**config.mk**
```make
export PLATFORM = sky130hd
export DESIGN_NAME = cmpi_top
export DESIGN_NICKNAME = d
export VERILOG_FILES = /design/src/core/cmpi_pkg.sv /design/src/core/cmpi_sync.sv /design/src/core/cmpi_top.sv
export SDC_FILE = /design/constraint.sdc
export NUM_CORES = 1
export LEC_CHECK = 0
export ABC_AREA = 1
export BUFFER_PORTS_ARGS = -buffer_cell sky130_fd_sc_hd__buf_2
export CAP_MARGIN = 5
export CORE_MARGIN = 3
export CORE_UTILIZATION = 45
export CTS_CLUSTER_SIZE = 25
export DETAILED_ROUTE_END_ITERATION = 16
export HOLD_SLACK_MARGIN = 0.03
export PLACE_DENSITY = 0.68
export SYNTH_ARGS = -nofsm -noshare
export SYNTH_HDL_FRONTEND = slang
export SYNTH_SLANG_ARGS = --single-unit
```
**constraint.sdc**
```tcl
create_clock -name clk -period 1.3 [get_ports clk]
set_input_delay 0.195 -clock clk [delete_from_list [all_inputs] [get_ports clk]]
set_output_delay 0.195 -clock clk [all_outputs]
set_load 0.01 [all_outputs]
```
**src/core/cmpi_pkg.sv**
```systemverilog
// Purpose: Shared constants and types for the comparator interrupt block
// Assumes: Single clock, 8-bit register port
// Notes:   Register offsets are indices on the plain register port
package cmpi_pkg;
    localparam int unsigned ADDR_W = 4;
    localparam int unsigned DATA_W = 8;
    localparam logic [3:0] OFS_SYSTEM_CONTROL_ZERO = 4'h0;
    localparam logic [3:0] OFS_INTC  = 4'h1;
    localparam logic [3:0] OFS_FLAGS = 4'h2;
    localparam logic [3:0] OFS_CMPEN = 4'h3;
    localparam logic [3:0] OFS_CAUSE = 4'h4;
    // Control register zero fields
    localparam int unsigned B_LVD_EN   = 0;
    localparam int unsigned B_LVD_STAT = 1;
    localparam int unsigned B_PRESC    = 3;
    localparam int unsigned B_TMR_SEL  = 6;
    localparam int unsigned B_C2_INV   = 7;
    localparam logic [7:0]  SYSTEM_CONTROL_ZERO_RST  = 8'h00;
    localparam logic [7:0]  SYSTEM_CONTROL_ZERO_WMSK = 8'hc9;
    // Interrupt control fields
    localparam int unsigned B_GIE = 0;
    localparam int unsigned B_C1E = 1;
    localparam int unsigned B_MFE = 2;
    localparam int unsigned B_MFF = 3;
    localparam int unsigned B_LVE = 4;
    // Flag register fields
    localparam int unsigned B_C1F = 0;
    localparam int unsigned B_C2F = 1;
    localparam int unsigned B_C3F = 2;
    localparam int unsigned B_T1F = 3;
    localparam int unsigned B_LVF = 4;
    // Comparator enable fields
    localparam int unsigned B_C2E = 0;
    localparam int unsigned B_C3E = 1;
    localparam int unsigned B_T1E = 2;
    // Vectors
    localparam logic [7:0] VEC_MULTI = 8'h04;
    localparam logic [7:0] VEC_LVD   = 8'h0c;
    localparam logic [7:0] VEC_CMP1  = 8'h10;
    localparam int unsigned LVD_MILLIVOLT = 4400;
    localparam int unsigned SYNC_STAGES   = 3;

    typedef struct packed {
        logic [3:0] addr;
        logic [7:0] wdata;
        logic       wr;
        logic       rd;
    } cmpi_bus_t;

    typedef struct packed {
        logic       req;
        logic [7:0] vector;
    } cmpi_irq_t;
endpackage

```
**src/core/cmpi_sync.sv**
```systemverilog
// Purpose: Three-stage synchroniser with agreement filter
// Assumes: Asynchronous input bits
// Notes:   Output changes only when stages two and three agree
`timescale 1ns/1ns
`default_nettype none
module cmpi_sync #(
    parameter int unsigned W = 1
) (
    input  wire logic         clk,
    input  wire logic         reset_n,
    input  wire logic [W-1:0] din,
    output logic      [W-1:0] dout
);
    logic [W-1:0] s1_r;
    logic [W-1:0] s2_r;
    logic [W-1:0] s3_r;

    always_ff @(posedge clk or negedge reset_n) begin
        if (!reset_n) begin
            s1_r <= '0;
            s2_r <= '0;
            s3_r <= '0;
        end else begin
            s1_r <= din;
            s2_r <= s1_r;
            s3_r <= s2_r;
        end
    end

    always_ff @(posedge clk or negedge reset_n) begin
        if (!reset_n) begin
            dout <= '0;
        end else begin
            for (int i = 0; i < W; i++) begin
                if (s2_r[i] == s3_r[i]) begin
                    dout[i] <= s3_r[i];
                end
            end
        end
    end
endmodule // cmpi_sync
`default_nettype wire

```
**src/core/cmpi_top.sv**
```systemverilog
// Purpose: Comparator interrupt requests, wake-up and low-supply detector control
// Assumes: Core acknowledges a vector with a one-cycle service pulse
// Notes:   Comparator outputs and detector output are asynchronous
// Operation
// - Comparator one own vector; two, three shared
// - Comparator one flag set on any change
// - Vector one needs enables, stack room, flag
// - Service one clears its flag and global enable
// - Comparator two/three flags set on change
// - Shared vector needs global, shared, source enables
// - Shared service clears global and summary only
// - Any rising request flag except timer one's wakes from power-down
// - Wake-up ignores every enable bit
// - Flags hold until serviced or software clears
// - Entry pushes only program counter
// - Detector usable only when option enables it
// - Detector enable at control bit zero
// - Detector status at control bit one
// - Low supply reported below 4.4 volts
// - Detector forced off during power-down
// - Summary flag set by comparator two/three change or timer one overflow
// - Shared vector address is 04H
// - Low-supply flag set when option selects it
//
// The plain strobed port and the address map are this design's own decisions.
`timescale 1ns/1ns
`default_nettype none
module cmpi_top #(
    parameter bit LVD_OPTION = 1'b1,
    parameter bit LVD_IRQ_OPTION = 1'b1
) (
    input  wire logic                 clk,
    input  wire logic                 reset_n,
    input  wire cmpi_pkg::cmpi_bus_t  bus,
    output logic [7:0]                rdata,
    input  wire logic [2:0]           cmp_out,
    input  wire logic                 timer1_ovf,
    input  wire logic                 low_supply_raw,
    input  wire logic                 power_down,
    input  wire logic                 stack_full,
    input  wire logic                 service,
    output var cmpi_pkg::cmpi_irq_t   irq,
    output logic                      push_pc_only,
    output logic                      wake_up,
    output logic                      low_supply_detect_on
);
    logic [7:0] system_control_zero_r;
    logic       global_irq_enable_r;
    logic       cmp_one_irq_enable_r;
    logic       multi_source_irq_enable_r;
    logic       low_supply_irq_enable_r;
    logic       cmp_two_irq_enable_r;
    logic       cmp_three_irq_enable_r;
    logic       timer1_irq_enable_r;
    logic       cmp_one_req_flag_r;
    logic       cmp_two_req_flag_r;
    logic       cmp_three_req_flag_r;
    logic       timer1_req_flag_r;
    logic       ext_or_low_supply_req_flag_r;
    logic       multi_source_req_flag_r;
    logic [2:0] cmp_prev_r;
    logic       low_prev_r;
    logic [4:0] flags_prev_r;
    logic [7:0] last_vec_r;
    logic [2:0] cmp_sync;
    logic       low_sync;
    logic [2:0] cmp_change;
    logic       low_rise;
    logic       low_supply_status;
    logic       take_one;
    logic       take_multi;
    logic       take_lvd;
    logic       req_one;
    logic       req_multi;
    logic       req_lvd;
    logic [4:0] flags_now;
    logic       wr_intc;
    logic       wr_flags;
    logic       wr_cmpen;
    logic       wr_system_control_zero;
    logic       accept;
    logic [4:0] flags_rise;
    logic [7:0] rdata_nxt;

    cmpi_sync #(
        .W (4)
    ) u_sync (
        .clk     (clk),
        .reset_n (reset_n),
        .din     ({low_supply_raw, cmp_out}),
        .dout    ({low_sync, cmp_sync})
    );

    assign wr_intc  = bus.wr && (bus.addr == cmpi_pkg::OFS_INTC);
    assign wr_flags = bus.wr && (bus.addr == cmpi_pkg::OFS_FLAGS);
    assign wr_cmpen = bus.wr && (bus.addr == cmpi_pkg::OFS_CMPEN);
    assign wr_system_control_zero = bus.wr && (bus.addr == cmpi_pkg::OFS_SYSTEM_CONTROL_ZERO);

    // Detector runs only with option, software enable, and awake
    assign low_supply_detect_on = LVD_OPTION && system_control_zero_r[cmpi_pkg::B_LVD_EN] && !power_down;
    // Analog comparator trips at the fixed threshold; digital side sees a level
    assign low_supply_status = low_supply_detect_on && low_sync;

    // Previous synchronised samples for change detection
    always_ff @(posedge clk or negedge reset_n) begin
        if (!reset_n) begin
            cmp_prev_r <= '0;
        end else begin
            cmp_prev_r <= cmp_sync;
        end
    end

    // Detector status one cycle back, for its rising edge
    always_ff @(posedge clk or negedge reset_n) begin
        if (!reset_n) begin
            low_prev_r <= 1'b0;
        end else begin
            low_prev_r <= low_supply_status;
        end
    end

    assign cmp_change = cmp_sync ^ cmp_prev_r;
    assign low_rise   = low_supply_status && !low_prev_r;

    // Request arbitration: shared, then low supply, then comparator one
    assign req_one   = global_irq_enable_r && cmp_one_irq_enable_r && cmp_one_req_flag_r;
    assign req_multi = global_irq_enable_r && multi_source_irq_enable_r && multi_source_req_flag_r
                       && ((cmp_two_irq_enable_r && cmp_two_req_flag_r)
                       || (cmp_three_irq_enable_r && cmp_three_req_flag_r)
                       || (timer1_irq_enable_r && timer1_req_flag_r));
    assign req_lvd   = global_irq_enable_r && low_supply_irq_enable_r && ext_or_low_supply_req_flag_r;

    always_comb begin
        irq.req    = 1'b0;
        irq.vector = last_vec_r;
        if (!stack_full) begin
            if (req_multi) begin
                irq.req    = 1'b1;
                irq.vector = cmpi_pkg::VEC_MULTI;
            end else if (req_lvd) begin
                irq.req    = 1'b1;
                irq.vector = cmpi_pkg::VEC_LVD;
            end else if (req_one) begin
                irq.req    = 1'b1;
                irq.vector = cmpi_pkg::VEC_CMP1;
            end
        end
    end

    // Core accepts the vector on show
    assign accept     = service && irq.req;
    assign take_multi = accept && (irq.vector == cmpi_pkg::VEC_MULTI);
    assign take_lvd   = accept && (irq.vector == cmpi_pkg::VEC_LVD);
    assign take_one   = accept && (irq.vector == cmpi_pkg::VEC_CMP1);

    // Only the return address is saved by hardware
    assign push_pc_only = accept;

    always_ff @(posedge clk or negedge reset_n) begin
        if (!reset_n) begin
            last_vec_r <= 8'h00;
        end else if (service && irq.req) begin
            last_vec_r <= irq.vector;
        end
    end

    // Control register zero; status bit is live, read-only
    always_ff @(posedge clk or negedge reset_n) begin
        if (!reset_n) begin
            system_control_zero_r <= cmpi_pkg::SYSTEM_CONTROL_ZERO_RST;
        end else if (wr_system_control_zero) begin
            system_control_zero_r <= bus.wdata & cmpi_pkg::SYSTEM_CONTROL_ZERO_WMSK;
        end
    end

    // Global enable: service clears it, winning over a write
    always_ff @(posedge clk or negedge reset_n) begin
        if (!reset_n) begin
            global_irq_enable_r <= 1'b0;
        end else if (accept) begin
            global_irq_enable_r <= 1'b0;
        end else if (wr_intc) begin
            global_irq_enable_r <= bus.wdata[cmpi_pkg::B_GIE];
        end
    end

    always_ff @(posedge clk or negedge reset_n) begin
        if (!reset_n) begin
            cmp_one_irq_enable_r      <= 1'b0;
            multi_source_irq_enable_r <= 1'b0;
            low_supply_irq_enable_r   <= 1'b0;
        end else if (wr_intc) begin
            cmp_one_irq_enable_r      <= bus.wdata[cmpi_pkg::B_C1E];
            multi_source_irq_enable_r <= bus.wdata[cmpi_pkg::B_MFE];
            low_supply_irq_enable_r   <= bus.wdata[cmpi_pkg::B_LVE];
        end
    end

    always_ff @(posedge clk or negedge reset_n) begin
        if (!reset_n) begin
            cmp_two_irq_enable_r   <= 1'b0;
            cmp_three_irq_enable_r <= 1'b0;
            timer1_irq_enable_r    <= 1'b0;
        end else if (wr_cmpen) begin
            cmp_two_irq_enable_r   <= bus.wdata[cmpi_pkg::B_C2E];
            cmp_three_irq_enable_r <= bus.wdata[cmpi_pkg::B_C3E];
            timer1_irq_enable_r    <= bus.wdata[cmpi_pkg::B_T1E];
        end
    end

    // Source flags: set wins over clear; enables never clear them
    always_ff @(posedge clk or negedge reset_n) begin
        if (!reset_n) begin
            cmp_one_req_flag_r <= 1'b0;
        end else if (cmp_change[0]) begin
            cmp_one_req_flag_r <= 1'b1;
        end else if (take_one) begin
            cmp_one_req_flag_r <= 1'b0;
        end else if (wr_flags) begin
            cmp_one_req_flag_r <= bus.wdata[cmpi_pkg::B_C1F];
        end
    end

    // Shared members: only software clears them
    always_ff @(posedge clk or negedge reset_n) begin
        if (!reset_n) begin
            cmp_two_req_flag_r <= 1'b0;
        end else if (cmp_change[1]) begin
            cmp_two_req_flag_r <= 1'b1;
        end else if (wr_flags) begin
            cmp_two_req_flag_r <= bus.wdata[cmpi_pkg::B_C2F];
        end
    end

    always_ff @(posedge clk or negedge reset_n) begin
        if (!reset_n) begin
            cmp_three_req_flag_r <= 1'b0;
        end else if (cmp_change[2]) begin
            cmp_three_req_flag_r <= 1'b1;
        end else if (wr_flags) begin
            cmp_three_req_flag_r <= bus.wdata[cmpi_pkg::B_C3F];
        end
    end

    always_ff @(posedge clk or negedge reset_n) begin
        if (!reset_n) begin
            timer1_req_flag_r <= 1'b0;
        end else if (timer1_ovf) begin
            timer1_req_flag_r <= 1'b1;
        end else if (wr_flags) begin
            timer1_req_flag_r <= bus.wdata[cmpi_pkg::B_T1F];
        end
    end

    // Low-supply flag, cleared by its own service
    always_ff @(posedge clk or negedge reset_n) begin
        if (!reset_n) begin
            ext_or_low_supply_req_flag_r <= 1'b0;
        end else if (low_rise && LVD_IRQ_OPTION) begin
            ext_or_low_supply_req_flag_r <= 1'b1;
        end else if (take_lvd) begin
            ext_or_low_supply_req_flag_r <= 1'b0;
        end else if (wr_flags) begin
            ext_or_low_supply_req_flag_r <= bus.wdata[cmpi_pkg::B_LVF];
        end
    end

    // Summary flag: set by any member, cleared by shared service
    always_ff @(posedge clk or negedge reset_n) begin
        if (!reset_n) begin
            multi_source_req_flag_r <= 1'b0;
        end else begin
            if (wr_intc) begin
                multi_source_req_flag_r <= bus.wdata[cmpi_pkg::B_MFF];
            end
            if (take_multi) begin
                multi_source_req_flag_r <= 1'b0;
            end
            if (cmp_change[1] || cmp_change[2] || timer1_ovf) begin
                multi_source_req_flag_r <= 1'b1;
            end
        end
    end

    // Wake-up on any flag rising except the timer one flag, regardless of enables
    assign flags_now  = {ext_or_low_supply_req_flag_r, multi_source_req_flag_r,
                         cmp_three_req_flag_r, cmp_two_req_flag_r, cmp_one_req_flag_r};
    assign flags_rise = flags_now & ~flags_prev_r;

    always_ff @(posedge clk or negedge reset_n) begin
        if (!reset_n) begin
            flags_prev_r <= '0;
        end else begin
            flags_prev_r <= flags_now;
        end
    end

    always_ff @(posedge clk or negedge reset_n) begin
        if (!reset_n) begin
            wake_up <= 1'b0;
        end else begin
            wake_up <= power_down && |flags_rise;
        end
    end

    // Register read mux; unmapped offsets read zero
    always_comb begin
        rdata_nxt = 8'h00;
        if (bus.rd) begin
            unique case (bus.addr)
                cmpi_pkg::OFS_SYSTEM_CONTROL_ZERO: begin
                    rdata_nxt = system_control_zero_r | ({7'h00, low_supply_status} << cmpi_pkg::B_LVD_STAT);
                end
                cmpi_pkg::OFS_INTC: begin
                    rdata_nxt = {3'h0, low_supply_irq_enable_r, multi_source_req_flag_r,
                                 multi_source_irq_enable_r, cmp_one_irq_enable_r, global_irq_enable_r};
                end
                cmpi_pkg::OFS_FLAGS: begin
                    rdata_nxt = {3'h0, ext_or_low_supply_req_flag_r, timer1_req_flag_r,
                                 cmp_three_req_flag_r, cmp_two_req_flag_r, cmp_one_req_flag_r};
                end
                cmpi_pkg::OFS_CMPEN: begin
                    rdata_nxt = {5'h00, timer1_irq_enable_r, cmp_three_irq_enable_r, cmp_two_irq_enable_r};
                end
                cmpi_pkg::OFS_CAUSE: begin
                    rdata_nxt = last_vec_r;
                end
                default: begin
                    rdata_nxt = 8'h00;
                end
            endcase
        end
    end

    // Read data stands one cycle after the strobe, else zero
    always_ff @(posedge clk or negedge reset_n) begin
        if (!reset_n) begin
            rdata <= 8'h00;
        end else begin
            rdata <= rdata_nxt;
        end
    end
endmodule // cmpi_top
`default_nettype wire

```
Word level (Yosys, flattened, before mapping)
Cells that the tools add are included.
{"block": "word_totals", "ff_bits": 59, "in_bits": 24, "word_cells": 102}
{"block": "op_classes", "n_eq_ne": 11, "mux": 23, "bitwise": 4, "reduce_logical": 37}
{"cell": "case mux 8 bit (5 select lines)", "count": 1}
{"cell": "two-way mux 9 bit", "count": 4}
{"cell": "logical AND 1 bit", "count": 22}
{"cell": "two-way mux 1 bit", "count": 17}
{"cell": "nonzero test 3 bit", "count": 3}
{"cell": "== test 4 x 2 -> 1 bit, second input constant", "count": 2}
{"cell": "== test 8 x 3 -> 1 bit, second input constant", "count": 1}
{"cell": "== test 8 x 4 -> 1 bit, second input constant", "count": 1}
{"cell": "== test 8 x 5 -> 1 bit, second input constant", "count": 1}
{"cell": "two-way mux 8 bit", "count": 1}
{"cell": "bitwise OR 8 x 2 -> 8 bit", "count": 1}
{"cell": "nonzero test 2 bit", "count": 4}
{"cell": "AND 5 bit", "count": 1}
{"cell": "NOT 5 bit", "count": 1}
{"cell": "OR reduction 5 bit", "count": 1}
{"cell": "== test 1 bit", "count": 4}
{"cell": "== test 4 x 1 -> 1 bit, second input constant", "count": 1}
{"cell": "== test 4 x 3 -> 1 bit, second input constant", "count": 1}
{"cell": "logical NOT 4 bit", "count": 1}
{"cell": "logical OR 1 bit", "count": 4}
{"cell": "bitwise XOR 3 bit", "count": 1}
{"cell": "logical NOT 1 bit", "count": 2}

Logic depth before layout (Yosys ltp)
Gate-level depths: netlist of run 1.
{"block": "logic_depth", "word_depth": 10, "ltp_mapped": 9, "depth_no_buf": 9}

Hierarchy
A second synthesis of run 1 with hierarchy kept.
{"block": "hier_totals", "cells_unflattened": 248, "hier_area_um2": 2378.5}
{"mod": "cmpi_top", "instances": 1, "cells_per_inst": 216, "area_each_um2": 1913.1, "seq_area_each_um2": 1076.0}
{"mod": "cmpi_sync", "instances": 1, "cells_per_inst": 32, "area_each_um2": 465.4, "seq_area_each_um2": 400.4}

Least setup slack after synthesis of run 1
OpenSTA, ideal clock, no wires.
{"block": "synth_path", "path_type": "reg-to-output", "from": "register global_irq_enable_r", "to": "output irq[0] (netlist bit)", "arrival_ns": 1.092, "required_time_ns": 1.105, "path_slack_ns": 0.013, "stages_incl_launch_ff": 8, "path_buffers": 0, "cell_sequence": "dfrtp_1 > nand3_1 > nand2_1 > inv_2 > nand2_4 > nand2_4 > inv_1 > nor2_1"}
{"item": "start: declaration", "line": "cmpi_top.sv:48", "text": "logic global_irq_enable_r;"}
{"item": "start signal: assignment", "line": "cmpi_top.sv:183", "text": "global_irq_enable_r <= bus.wdata[cmpi_pkg::B_GIE];"}
{"item": "end: declaration", "line": "cmpi_top.sv:42", "text": "output var cmpi_pkg::cmpi_irq_t irq,"}

==> results of run 1 <==
state kept, by name, indices dropped and copies added, names as in the netlist, 3 cells and up:
register,flops
u_sync.s1_r,4
last_vec_r,8
rdata,8
u_sync.s3_r,4
u_sync.dout,4
system_control_zero_r,4
u_sync.s2_r,4
flags_prev_r,5
cmp_prev_r,3
power by group through the flow:
stage          sequential, W  combinational, W  clock (W)
2_1_floorplan        0.00221          0.000462          0
3_3_place_gp         0.00222          0.000871          0
3_5_place_dp         0.00222          0.000886          0
4_1_cts              0.00220          0.000998    0.00192
5_1_grt              0.00223           0.00126    0.00200
6_report             0.00221           0.00116    0.00187
kinds of logic after synthesis:
kind of cell    after synthesis
simple gates                 90
flops                        59
buf+inv                      42
compound gates               39
fa+ha+maj                     4
xor+xnor                      3
mux                           2
cells in the final DEF, fill, tap and decap left out, types with 5 or more instances in the layout:
cell           count
dlygate4sd3_1      5
a21oi_1            7
dfrtp_1           58
o21ai_0           18
nor2_1             7
inv_1             39
nand2_1           50
buf_2             41
clkbuf_8          11
nor2_2             5
nand2_2            6
nand3_1            6
buf_4             24
nand3_2            5
final cells by class:
cell class                 count  area (um2)
clock inverter                 4        72.6
sequential                    59        1480
multi-input combinational    138         812
tap                           67        83.8
clock buffer                  12         155
fill                         389        1640
timing repair buffer          75         509
inverter                      42         163
worst max-delay path: stages (launching register included):
cell and delay, ps:
dfrtp_2 450, buf_6 120, nand4_1 170, buf_4 200
o211a_1 120, buf_2 130
final timing paths:
check,start,end
worst min register to register,u_sync.s1_r[1]$_DFF_PN0_,u_sync.s2_r[1]$_DFF_PN0_
min in group asynchronous,reset_n,flags_prev_r[2]$_DFF_PN0_
worst max register to register,global_irq_enable_r$_DFFE_PN0P_,last_vec_r[6]$_DFFE_PN0P_
worst max-delay path,global_irq_enable_r$_DFFE_PN0P_,irq[4]
max in group asynchronous,reset_n,global_irq_enable_r$_DFFE_PN0P_
worst min-delay path,bus[0],rdata[4]$_DFF_PN0_
stage by stage:
step | utilization, % | hold WS (ps) | instances | total power (W) | setup slack [ps]
after global routing | 66.6 | 86.5 | 397 | 0.00549 | -460
after floorplan | - | -101 | 239 | 0.00267 | 13.5
final | 66.6 | 66.9 | 397 | 0.00523 | -424
after CTS | 64.9 | 53.1 | 390 | 0.00511 | -354
after global placement | 57.9 | 133 | 367 | 0.00309 | -36.5
after detailed placement | 57.9 | 132 | 367 | 0.00311 | -74.0
what timing repair did:
action                                  4_1_cts  5_1_grt
hold buffers                                  5        0
resized for setup                            14       11
cloned                                        0        0
endpoints found under the setup margin       19       23
endpoints found under the hold margin        19        0
pin swaps                                     6        9
buffers inserted                              2        7
per-layer routing:
metal | vias up | wire [um]
met5 | - | 0
met4 | 0 | 56
met3 | 9 | 299
met2 | 50 | 2550
met1 | 927 | 2400
li1 | 930 | -
==> flow_summary.toml, run 1 <==
[status]
outcome = "complete, but fails checks"
violations = "setup timing"

[power_and_ir_drop]
netSwitchingPower_w = 0.00143
leakagePower_nw = 1.71
vdd.ir_drop.worst_uv = 1230
p_clk_share_pct = 35.7
power_density_mw_per_mm2 = 1600
pwr-share-seq_pct = 42.2
combPwrFrac_pct = 22.1
p_int_w = 0.00381
swShare_pct = 27.3

[yosys]
syn_area_per_cell_um2 = 9.96
synth_top_cell_by_area = "dfrtp_1"
synth_compound_area_share_pct = 9.46
synth_simple_gate_area_share_pct = 18.1
synth_enable_flop_cells = 0
synth-adder-area-share_pct = 1.68
yosys_warnings = 0
netlist_area_mm2 = 0.00238
ys_seq_area_share_pct = 62.0
ys_async_sr_fraction_pct = 100
ys_ff_latch = 59
synthMuxAreaShare_pct = 0.946
synth-xor-area-share_pct = 1.10
synth_fp_nets = 263
synth_cell_types = 30
synth_top_area_share_pct = 62.0
synthTopCellsByCount = "dfrtp_1, nand2_1, inv_1, o21ai_0, nor2_1"
synthCells = 239
synth_most_common_cell = "dfrtp_1"
synth_top_family_by_area = "simple AND/OR/NAND/NOR gates"
synth_area_leaders = "dfrtp_1, nand2_1, inv_1, o21ai_0, nand3_1"
ys.flop_type = "dfrtp_1"

[critical_path]
worstSetupStartpointType = "flop"
path_class = "reg -> out"
worst_ep_arrival_time_ps = 1530
path_max_fanout = 6
critPathRequiredTime_ps = 1110
endpoint_kind = "output pin"
reg2reg_slack_ps = -270
reg2reg_depth = 11

[sta]
period_share_pct = 133
timing.final.ws_setup_ps = -424
skew_ps = 5.72
fin_crit_ps = 1720
max_slew_margin_pct = 75.3
finalSetupViolCount = 22
fin_setup_tns_ps = -6020
drv_slew = 0
hold_viol_final = 0
timing.fmax_ghz = 0.580
grt_setup_unrepaired = "yes"
worst_pin_slew_ps = 371

[floorplan]
std_cell_rows = 25
die_x_um = 78.7
core-area_mm2 = 0.00491
dieHeight_um = 78.7
die_area_mm2 = 0.00620
io_pins = 44
start_util_pct = 48.5

[routing]
dr_total_vias = 1916
ant_nets = 0
drt-initial-drc-count = 111
dr.pass1.iters = 5
wirelength_um = 5310
viasPerCell = 4.83
drc = 0
wire_per_inst_um = 13.4

[global_routing]
grt_pass1_vias = 1877
met3_usage_pct = 6.01
grt_pass1_wl_um = 8710
use_met1_pct = 24.8
gr-total-overflow = 0
antenna_found_initial = 0
grt_max_degree = 45
grt_use_total_pct = 18.9
grt_busiest_layer = "met2"
met2_usage_pct = 29.0

[finish]
drive_gt1_share_pct = 35.2
n_antenna_cell = 0
finish.instance_area_mm2 = 0.00327
areaGrowthSynthToFinish_pct = 37.5
fin_nets = 349

[cts]
clk_path_buf_depth = 2
cts-root-buf = "clkbuf_8"
cts_buffers = 9
clkTransAtPathRegs_ps = 60
cts_num_sinks = 59
cts_tree = "built"
clk-insertion-delay-late_ps = 340
htree_levels = 3

[worst_hold_path]
hold_depth = 3
hold_class = "in -> reg"

[placed_design]
port_buffers = 42
dp_hpwl_um = 3780
place_area_mm2 = 0.00284
place_congestion = 0.844

[flow_run]
drv_cap = 0
Note: power is estimated with default switching activity, not from simulation.
==> inputs of run 2 (changes only) <==
SYNTH_HIERARCHICAL = 1   (was default)
clock period = 1.9 ns   (was 1.3 ns; I/O delays follow)
==> run 2 against run 1 <==
  * The run now ends clean
  * Synthesized area about the same
  * Non-clock buffer count decreased by 23
  * Final area decreased by 7.8%
  * Flip-flop and latch count stayed put
  * First-iteration DRC count up 16%
  * Sequential share of layout area rose by 3.8 points
  * Total power down 36%
  * Die area about the same
  * Highest routed layer unchanged
==> flow_summary.toml, run 2 <==
[status]
outcome = "finished, final reports clean"

[power_and_ir_drop]
power_density_mw_per_mm2 = 1110
vdd.ir_drop.worst_uv = 1070
leakagePower_nw = 1.61

[routing]
dr_total_vias = 1793
drc = 0
dr.pass1.iters = 4
ant_nets = 0
drt-initial-drc-count = 129
wire_per_inst_um = 13.0
viasPerCell = 4.69
wirelength_um = 4950

[sta]
skew_ps = 4.90
period_share_pct = 94.4
timing.fmax_ghz = 0.558
hold_viol_final = 0
max_slew_margin_pct = 69.3
fin_crit_ps = 1790
drv_slew = 0
timing.final.ws_setup_ps = 107
finalSetupViolCount = 0
worst_pin_slew_ps = 460

[finish]
final_cell_mix = "dfrtp_1, nand2_1, inv_1, buf_2, o21ai_0"
final_cells = 382
reg_top3 = "last_vec_r (8), rdata (8), flags_prev_r (5)"
drive_gt1_share_pct = 27.3
areaGrowthSynthToFinish_pct = 26.8
fin_nets = 334
final_common_cell = "dfrtp_1"
n_antenna_cell = 0

[critical_path]
worst_ep_arrival_time_ps = 1510
path_max_fanout = 4
path_class = "reg -> out"
worstSetupStartpointType = "flop"
critPathRequiredTime_ps = 1620
endpoint_kind = "output pin"

[floorplan]
start_util_pct = 48.4
core-area_mm2 = 0.00491
die_x_um = 78.7
die_area_mm2 = 0.00619
dieHeight_um = 78.7
std_cell_rows = 25
io_pins = 44

[global_routing]
grt_pass1_wl_um = 8580
gr-total-overflow = 0
antenna_found_initial = 0
grt_pass1_vias = 1868
grt_max_degree = 25
grt_use_total_pct = 18.3

[yosys]
synth_top_cell_by_area = "dfrtp_1"
yosys_warnings = 6
ys_ff_latch = 59
ys_async_sr_fraction_pct = 100
synthTopCellsByCount = "dfrtp_1, nand2_1, inv_1, o21ai_0, nor2_1"
ys_seq_area_share_pct = 62.1
netlist_area_mm2 = 0.00238
synth_cell_types = 26
synth_enable_flop_cells = 0
synth_top_area_share_pct = 62.1
syn_area_per_cell_um2 = 9.59
ys.flop_type = "dfrtp_1"
synth_area_leaders = "dfrtp_1, nand2_1, inv_1, o21ai_0, a21oi_1"
synthCells = 248
synth_most_common_cell = "dfrtp_1"
synth_fp_nets = 272

[cts]
cts_num_sinks = 59
clkTransAtPathRegs_ps = 70
cts_tree = "built"
clk-insertion-delay-late_ps = 340
cts-root-buf = "clkbuf_8"
clk_path_buf_depth = 2
cts_buffers = 9
htree_levels = 3

[placed_design]
port_buffers = 42
dp_hpwl_um = 3600
place_congestion = 0.903
post-place-ws_ps = 383
dp_cells = 360

[worst_hold_path]
hold_class = "in -> reg"

[flow_run]
drv_cap = 0
==> run 2: cell count changes after synthesis, sizes merged, moves of 2 or more <==
cell / change
nand3: -3
o21ai: -2
maj3: -4
nor2: +5
nand2: +4
a21oi: +6
inv: +3
==> run 2: path summary, 6_finish.rpt <==
| check | startpoint | end | slack [ps] | cells past startpoint |
|---|---|---|---|---|
| min reg2reg | u_sync/s1_r[2]$_DFF_PN0_ | u_sync/s2_r[2]$_DFF_PN0_ | 350 | 0 |
| max reg2reg | multi_source_req_flag_r$_DFFE_PN0P_ | multi_source_req_flag_r$_DFFE_PN0P_ | 500 | 9 |
| min | cmp_out[1] | u_sync/s1_r[1]$_DFF_PN0_ | 50 | 1 |
| max | cmp_two_req_flag_r$_DFFE_PN0P_ | irq[2] | 110 | 7 |
| min in group asynchronous | reset_n | rdata[2]$_DFF_PN0_ | 440 | 2 |
| max in group asynchronous | reset_n | u_sync/s3_r[2]$_DFF_PN0_ | 950 | 3 |
==> run 2: area by class of cell <==
type                    count  area, um2
fillers                   420       1890
flip-flops and latches     59       1480
multi-input cells         143        744
repair buffers             52        303
inverters                  45        169
clock buffers               9        124
clock inverters             7        116
well taps                  67       83.8
==> run 2: power by group <==
| group | switching (W) | total [W] | internal (W) |
|---|---|---|---|
| Combinational | 0.000290 | 0.000486 | 0.000196 |
| Clock | 0.000504 | 0.00137 | 0.000868 |
| Sequential | 0.0000991 | 0.00150 | 0.00140 |
==> run 2: cells by family after synthesis <==
kind of cell	synth area share [%]
compound gates	10.5
mux	1.58
buf+inv	7.57
xor+xnor	1.10
simple gates	17.2
flops	62.1
==> run 2: metrics by stage <==
| step | TNS (ps) | power (W) | utilization, % | hold WS (ps) | area [um2] |
|---|---|---|---|---|---|
| after CTS | 0 | 0.00337 | 60.2 | 36.1 | 2950 |
| after global routing | -28.7 | 0.00354 | 61.4 | 30.8 | 3020 |
| after detailed placement | 0 | 0.00199 | 55.1 | 262 | 2700 |
| final | 0 | 0.00336 | 61.4 | 51.3 | 3020 |
| after global placement | 0 | 0.00197 | 55.1 | 269 | 2700 |
| after floorplan | 0 | 0.00179 | - | -10.6 | 2380 |
==> run 2: repair_timing <==
action	in CTS	in global routing
gates resized for setup	0	7
buffers inserted	0	4
hold buffers	1	1
endpoints found under the hold margin	17	1
setup endpoints to repair	0	8
==> run 2: layer usage <==
layer / up-vias / wire length, um / track usage, % / part of all wire (%)
met2: 49 / 2290 / 28.4 / 46
met5: - / 0 / 0 / 0
li1: 910 / - / - / -
met3: 9 / 298 / 6.58 / 6.0
met4: 0 / 81 / 7.52 / 1.6
met1: 825 / 2280 / 23.3 / 46
==> run 2: critical path, stage by stage (launching register included) <==
cell     delay (ps)
dfrtp_1         420
nand2_1         100
nand3_2         120
nand3_2         100
nand2_1          70
nor2_1          120
inv_1            90
buf_2           140
